--- src/common/win_defs.svh ---
`ifndef WIN_DEFS_SVH
`define WIN_DEFS_SVH

// ****************************************
// Widths
// ****************************************
`define ADDR_W      16
`define WSEL_W      8
`define PHYS_W      10

// ****************************************
// Window encodings (select bits 6:3, 6:4, 6:5)
// ****************************************
`define W128_TAG    4'h2
`define W64_TAG     3'h2
`define W32_TAG     2'h2

// ****************************************
// Window position in the lower register file
// ****************************************
`define LOW128      1'h1
`define LOW64       2'h3
`define LOW32       3'h7
`define LOWER_PAGE  8'h00
`define PAD6        6'h00

// ****************************************
// Address map bounds
// ****************************************
`define SFR_TOP     16'h0017
`define RAM_TOP     16'h03FF
`define EXT_LO_TOP  16'h1FFD
`define PORT_TOP    16'h1FFF
`define ROM_TOP     16'h9FFF
`define ADDR_RST    16'h0000

`endif

--- src/common/win_pkg.sv ---
package win_pkg;

    // Address space regions
    typedef enum logic [2:0] {
        REGION_SFR,
        REGION_RAM,
        REGION_EXT,
        REGION_PORT,
        REGION_INTPROG
    } region_t;

endpackage

--- src/common/win_if.sv ---
`timescale 1ns/10ps
`include "win_defs.svh"

// Lower address and window select in, remapped RAM address out
interface win_if;
    logic [7:0]           low_addr;   // Low byte of CPU address
    logic [`WSEL_W-1:0]   wsel;       // Window select value
    logic                 hit;        // Address falls in active window
    logic [`PHYS_W-1:0]   phys;       // Remapped register RAM address

    modport calc (input low_addr, input wsel, output hit, output phys);
    modport user (output low_addr, output wsel, input hit, input phys);
endinterface

--- src/logic/window_calc.sv ---
`timescale 1ns/10ps
`include "win_defs.svh"

// ****************************************
// Window remap calculation
// ****************************************
module window_calc (
    win_if.calc w
);

    // index bits span all RAM
    // Decode the three window sizes; bit 7 of the select is a don't care
    always_comb begin
        w.hit  = 1'b0;
        w.phys = '0;
        if (w.wsel[6:3] == `W128_TAG && w.low_addr[7] == `LOW128) begin
            w.hit  = 1'b1;
            w.phys = {w.wsel[2:0], w.low_addr[6:0]};
        end
        else if (w.wsel[6:4] == `W64_TAG && w.low_addr[7:6] == `LOW64) begin
            w.hit  = 1'b1;
            w.phys = {w.wsel[3:0], w.low_addr[5:0]};
        end
        else if (w.wsel[6:5] == `W32_TAG && w.low_addr[7:5] == `LOW32) begin
            w.hit  = 1'b1;
            w.phys = {w.wsel[4:0], w.low_addr[4:0]};
        end
    end

endmodule

--- src/logic/register_window_remap.sv ---
`timescale 1ns/10ps
`include "win_defs.svh"

module register_window_remap (
    // Clock and reset
    input  wire logic                 sys_clk,
    input  wire logic                 reset,
    // CPU request
    input  wire logic                 addr_valid,
    input  wire logic [`ADDR_W-1:0]   cpu_addr,
    input  wire logic                 is_fetch,
    // Configuration
    input  wire logic [`WSEL_W-1:0]   window_select_value,
    input  wire logic                 external_access_select,
    // Decoded result
    output logic                      valid_r,
    output logic [`ADDR_W-1:0]        mem_addr_r,
    output win_pkg::region_t          region_r,
    output logic                      remapped_r
);
    import win_pkg::*;

    // ****************************************
    // Window calculation
    // ****************************************

    win_if w ();                        // Link to the window calculator
    logic               lower_file;     // Address inside 00H-FFH
    logic               use_window;     // Data access that hits a window
    logic [`ADDR_W-1:0] mem_addr_nxt;   // Effective address
    region_t            region_nxt;     // Region of that address

    assign w.low_addr = cpu_addr[7:0];
    assign w.wsel     = window_select_value;

    window_calc u_calc (
        .w (w.calc)
    );

    // Only data accesses in the lower file are windowed
    assign lower_file = (cpu_addr[15:8] == `LOWER_PAGE);
    assign use_window = lower_file && w.hit && !is_fetch;

    // ****************************************
    // Address selection
    // ****************************************

    // Remapped or direct address
    always_comb begin
        if (use_window) begin
            mem_addr_nxt = {`PAD6, w.phys};
        end
        else begin
            mem_addr_nxt = cpu_addr;
        end
    end

    // ****************************************
    // Region classification
    // ****************************************

    // Classify the effective address
    always_comb begin
        // code in register space forced off-chip
        if (is_fetch && cpu_addr <= `RAM_TOP) begin
            region_nxt = REGION_EXT;
        end
        else if (mem_addr_nxt <= `SFR_TOP) begin
            region_nxt = REGION_SFR;
        end
        else if (mem_addr_nxt <= `RAM_TOP) begin
            region_nxt = REGION_RAM;
        end
        else if (mem_addr_nxt <= `EXT_LO_TOP) begin
            region_nxt = REGION_EXT;
        end
        // On-chip ports
        else if (mem_addr_nxt <= `PORT_TOP) begin
            region_nxt = REGION_PORT;
        end
        // program memory chosen by access select
        else if (mem_addr_nxt <= `ROM_TOP) begin
            region_nxt = external_access_select ? REGION_INTPROG : REGION_EXT;
        end
        else begin
            region_nxt = REGION_EXT;
        end
    end

    // ****************************************
    // Output registers
    // ****************************************

    // Result valid one cycle after request
    always_ff @(posedge sys_clk or posedge reset) begin
        if (reset) begin
            valid_r <= 1'b0;
        end else begin
            valid_r <= addr_valid;
        end
    end

    // Effective address
    always_ff @(posedge sys_clk or posedge reset) begin
        if (reset) begin
            mem_addr_r <= `ADDR_RST;
        end else if (addr_valid) begin
            mem_addr_r <= mem_addr_nxt;
        end
    end

    // Region
    always_ff @(posedge sys_clk or posedge reset) begin
        if (reset) begin
            region_r <= REGION_SFR;
        end else if (addr_valid) begin
            region_r <= region_nxt;
        end
    end

    // Remap flag
    always_ff @(posedge sys_clk or posedge reset) begin
        if (reset) begin
            remapped_r <= 1'b0;
        end else if (addr_valid) begin
            remapped_r <= use_window;
        end
    end
endmodule

--- config.mk ---
export PLATFORM = sky130hd
export DESIGN_NAME = register_window_remap
export DESIGN_NICKNAME = d
export VERILOG_FILES = /design/src/common/win_pkg.sv /design/src/common/win_if.sv /design/src/logic/window_calc.sv /design/src/logic/register_window_remap.sv
export VERILOG_INCLUDE_DIRS = /design/src /design/src/common
export SDC_FILE = /design/constraint.sdc
export NUM_CORES = 1
export LEC_CHECK = 0
export ABC_AREA = 1
export BUFFER_PORTS_ARGS = -buffer_cell sky130_fd_sc_hd__buf_2
export CELL_PAD_IN_SITES_DETAIL_PLACEMENT = 0
export CELL_PAD_IN_SITES_GLOBAL_PLACEMENT = 1
export CORE_UTILIZATION = 35
export DETAILED_ROUTE_END_ITERATION = 12
export PLACE_DENSITY = 0.79
export RECOVER_POWER = 100
export SYNTH_ARGS = -nofsm -noshare
export SYNTH_HDL_FRONTEND = slang
export SYNTH_SLANG_ARGS = --single-unit
--- constraint.sdc ---
create_clock -name sys_clk -period 1.7 [get_ports sys_clk]
set_clock_uncertainty 0.1 [all_clocks]
set_input_delay 0.085 -clock sys_clk [delete_from_list [all_inputs] [get_ports sys_clk]]
set_output_delay 0.085 -clock sys_clk [all_outputs]
set_load 0.01 [all_outputs]
== Word-level counts from Yosys, hierarchy flattened ==
Index checks and enable logic that the tools add are counted.

* Order comparisons: 6
* Equal/unequal tests: 5
* Mux-type cells: 14
* Reductions and logical operators: 8

{| class="wikitable"
|+ Operators with widths
! kind !! count
|-
| 16-bit by 10-bit less-or-equal comparator with 1-bit output, second input constant || 2
|-
| 16-bit by 13-bit less-or-equal comparator with 1-bit output, second input constant || 2
|-
| 10-bit 2-to-1 mux || 3
|-
| 3-bit 2-to-1 mux || 7
|-
| 16-bit less-or-equal comparator, second input constant || 1
|-
| 16-bit by 5-bit less-or-equal comparator with 1-bit output, second input constant || 1
|-
| 16-bit 2-to-1 mux || 1
|-
| 8-bit zero test || 1
|-
| 1-bit logical AND || 6
|-
| 2-bit equality test, second input constant || 2
|-
| 4-bit by 2-bit equality test with 1-bit output, second input constant || 1
|-
| 3-bit by 2-bit equality test with 1-bit output, second input constant || 1
|-
| 3-bit equality test, second input constant || 1
|-
| 1-bit 2-to-1 mux || 3
|-
| 1-bit zero test || 1
|}

* Register bits after elaboration: 21
* Output and inout bits: 21
* Word-level logic and storage cells: 37

== Longest topological paths before layout ==
* Depth after elaboration: 15
* Gate-level depth with buffers: 14

== By module ==
A second synthesis with hierarchy kept.

* Cells, all modules: 229
* Area total of the unflattened synthesis: 1566.5 um2

{| class="wikitable"
|+ By module, submodules not included
! module !! times used !! cells each !! area an instance (um2) !! seq. area each (um2)
|-
| register_window_remap || 1 || 169 || 1252.5 || 525.5
|-
| window_calc || 1 || 60 || 314.1 || 0.0
|}

== Worst setup path after synthesis ==
No wires, ideal clock.

* Path type: input to register
* Start point: in cpu_addr[11]
* End point: reg region_r[0]
* Setup time: 116 ps
* Arrival time: 1060 ps
* Data required time: 1484 ps
* Path slack: 424 ps
* Cell stages on the path: 12
* Path through: nor2_1 nand3_2 nor2_8 nand3_1 inv_1 nand2_1 nand3_1 nand3_1 nor2_1 nor2_1 nand2_1 nand2_1

* Longest elaborated chain between the ends: 11

{| class="wikitable"
|+ Ends and longest elaborated chain
! what !! RTL line !! source
|-
| from (decl) || register_window_remap.sv:10 || <nowiki>input wire logic [`ADDR_W-1:0] cpu_addr,</nowiki>
|-
| 8-bit zero test (no source line) || -- ||
|-
| 1-bit logical AND (2 in a row) || register_window_remap.sv:42 || <nowiki>assign use_window = lower_file && w.hit && !is_fetch;</nowiki>
|-
| 16-bit 2-to-1 mux || register_window_remap.sv:50 || <nowiki>if (use_window) begin</nowiki>
|-
| 16-bit less-or-equal comparator (no source line) || -- ||
|-
| 3-bit 2-to-1 mux || register_window_remap.sv:82 || <nowiki>else if (mem_addr_nxt <= `ROM_TOP) begin</nowiki>
|-
| 3-bit 2-to-1 mux || register_window_remap.sv:78 || <nowiki>else if (mem_addr_nxt <= `PORT_TOP) begin</nowiki>
|-
| 3-bit 2-to-1 mux || register_window_remap.sv:74 || <nowiki>else if (mem_addr_nxt <= `EXT_LO_TOP) begin</nowiki>
|-
| 3-bit 2-to-1 mux || register_window_remap.sv:71 || <nowiki>else if (mem_addr_nxt <= `RAM_TOP) begin</nowiki>
|-
| 3-bit 2-to-1 mux || register_window_remap.sv:68 || <nowiki>else if (mem_addr_nxt <= `SFR_TOP) begin</nowiki>
|-
| 3-bit 2-to-1 mux (*) || register_window_remap.sv:65 || <nowiki>if (is_fetch && cpu_addr <= `RAM_TOP) begin</nowiki>
|-
| to (signal assigned) || register_window_remap.sv:117 || <nowiki>region_r <= region_nxt;</nowiki>
|-
| to (decl) || register_window_remap.sv:18 || <nowiki>output win_pkg::region_t region_r,</nowiki>
|}

Mark *: on every way between the ends. The rest lies on a longest branch, timed or not.
A chain may end at the register's enable or synchronous reset.

== Final worst setup path ==
* Start point: in addr_valid
* End point: reg mem_addr_r[12]

{| class="wikitable"
|+ RTL lines
! what !! RTL line !! source
|-
| from (decl) || register_window_remap.sv:9 || <nowiki>input wire logic addr_valid,</nowiki>
|-
| to (signal assigned) || register_window_remap.sv:106 || <nowiki>mem_addr_r <= `ADDR_RST;</nowiki>
|-
| to (signal assigned) || register_window_remap.sv:108 || <nowiki>mem_addr_r <= mem_addr_nxt;</nowiki>
|-
| to (decl) || register_window_remap.sv:17 || <nowiki>output logic [`ADDR_W-1:0] mem_addr_r,</nowiki>
|}

No word-level cell between the ends.

==> impl_metrics.tcl <==
set metrics [dict create \
    antenna_cells 0 \
    fin_crit_ns 1.47 \
    dpl_cell_area_sq_um 1510 \
    die_w_um 60.7 \
    chipHeight_um 60.7 \
    first_iter_violations 51 \
    track_usage 0.183 \
    clock_latency_ns 0.31 \
    vdd_drop_max_mv 0.205 \
    rows 20 \
    postSynthAreaPerCell_sq_um 7.40 \
    rsz0062_at_grt "no" \
    synth_cells 163 \
    post_cts_buffers 0 \
    cts_buffers 3 \
    initial_utilization 0.383 \
    ys_types 20 \
    nFillCells 331 \
    htree_levels 1 \
    outcome "complete, no violations" \
    synth.net_count 192 \
    timing.fmax_mhz 682 \
    final_antenna_net_count 0 \
    cp-end-kind "register" \
    port_buffers 48 \
    startpoint_type "input pin" \
    clock-sinks 21 \
    yosys_warnings 0 \
    cts_root_buffer "clkbuf_4" \
    drt_pass1_iterations 4 \
    dp_hpwl_um 2320 \
    finalSetupTns_ns 0 \
    wl_per_cell_um 11.2 \
    die_area_sq_um 3690 \
    clk_pin_slew_worst_paths_ns 0.13 \
    cts_tree "yes" \
    synth_seq_area_share 0.436 \
    drt-total-wl_um 3050 \
    crit_type "input pin to register" \
    crit_arrival_ns 1.56 \
    drc 0 \
    vias 1244 \
    grt_max_degree 22 \
    netlist_area_sq_um 1210 \
    max-slew-margin-rel 0.658 \
    io_pins 50 \
    hold_viol_final 0 \
    setup_viol 0 \
    crit_required_ns 1.80 \
    via_per_inst 4.56 \
    nets 259 \
    drive_gt1_frac 0.218 \
    total_power_mw 1.04 \
    slew_viol_final 0 \
    grt_pass1_wl_um 5020 \
    worstHoldPathType "input pin to register" \
    worst-path-max-fanout 15 \
    antenna_found_initial 0 \
    worstMarginPinSlew_ns 0.513 \
    area_growth_pct 36.7 \
    grt_remaining_overflow 0 \
    clockBufferDepth 2 \
    fin_crit_sh 0.862 \
    leakagePower_nw 0.910 \
    gp_congestion 0.832 \
    ys_ff_latch 21 \
    maxCapViolCount 0 \
    p_per_area_nw_per_um2 630 \
    core_sq_um 3150 \
    cts_resized 0 \
    grt_pass1_vias 1193 \
    ctsHoldBuffers 14 \
    stdcell_area_sq_um 1650 \
]
-- metrics by stage --
step | cells | setup WS [ns] | util | hold WS [ns]
finish | 273 | 0.234 | 0.523 | 0.0173
global route | 273 | 0.126 | 0.523 | 0.0125
CTS | 273 | 0.316 | 0.533 | 0.0180
detailed placement | 255 | 0.118 | 0.480 | 0.0306
global placement | 255 | 0.145 | 0.480 | 0.0226
floorplan | 163 | 0.424 | - | -0.0385
-- Yosys cell counts --
cell / n / area share
nand2_1: 54 / 0.17
dfrtp_1: 21 / 0.44
inv_1: 16 / 0.050
nand3_1: 16 / 0.066
nor2_1: 16 / 0.050
o21ai_0: 10 / 0.041
nand4_1: 5 / 0.026
nand2_2: 4 / 0.021
a21oi_1: 3 / 0.012
clkbuf_1: 3 / 0.0093
inv_2: 2 / 0.0062
nand2_4: 2 / 0.019
nand3_2: 2 / 0.017
nand3b_1: 2 / 0.012
nor2_4: 2 / 0.019
nand3_4: 1 / 0.015
nor2_2: 1 / 0.0052
nor2_8: 1 / 0.017
nor3_1: 1 / 0.0041
o21ai_2: 1 / 0.0073
-- logic make-up (layout without fill, tap and decap cells) --
family	Yosys count	in the layout	synth area share
DFF	21	21	0.436
and+or+nand+nor	107	107	0.438
AOI/OAI and AO/OA	14	14	0.0612
buffers and inverters	21	87	0.0654
-- where the power goes --
group	leakage (nW)	internal [mW]	total, mW	switching [mW]
Combinational	0.636	0.0959	0.237	0.141
Sequential	0.256	0.540	0.562	0.0218
Clock	0.0177	0.0877	0.240	0.153
-- cell usage in the layout (no fill, tap or decap), types with 3 or more instances in the layout --
master         count
nand2_1           54
nand4_1            5
nand3_1           16
clkbuf_4           3
o21ai_0           10
inv_1             16
clkbuf_1          21
nand2_2            4
dlygate4sd3_1     14
nor2_1            16
a21oi_1            3
dfrtp_1           21
buf_2             27
-- worst max-delay path: stages --
cell,delay [ns]
dlygate4sd3_1,0.53
buf_2,0.21
inv_1,0.28
clkbuf_2,0.32
o21ai_0,0.13
-- layer usage --
layer	routed length, um	share of wire	global-route usage	vias up
li1	-	-	-	653
met1	1410	0.46	0.213	551
met2	1480	0.49	0.342	38
met3	130	0.043	0.0277	2
met4	29	0.0095	0.0584	0
met5	0	0	0	-
-- layout make-up --
type	count	area, sq um	share of cell area
well taps	44	55.1	0.0334
inverters	18	67.6	0.0410
flip-flops and latches	21	526	0.319
clock buffers	3	22.5	0.0137
repair buffers	65	372	0.225
clock inverters	1	5.00	0.00303
multi-input cells	121	602	0.365
-- flip-flops by register name, summed over array words and instances, names as in the netlist --
name        count
mem_addr_r     16
region_r        3
remapped_r      1
valid_r         1
-- final timing paths --
kind / from / to / slack, ns / cells past startpoint
min in group asynchronous: reset / mem_addr_r[1] / 0.31 / 4
min: cpu_addr[6] / mem_addr_r[6] / 0.02 / 3
max: addr_valid / mem_addr_r[12] / 0.23 / 5
max reg2reg: mem_addr_r[7] / mem_addr_r[7] / 0.93 / 2
min reg2reg: mem_addr_r[1] / mem_addr_r[1] / 0.39 / 2
max in group asynchronous: reset / mem_addr_r[2] / 0.83 / 4
No activity file was read; power rests on OpenSTA's default activity.
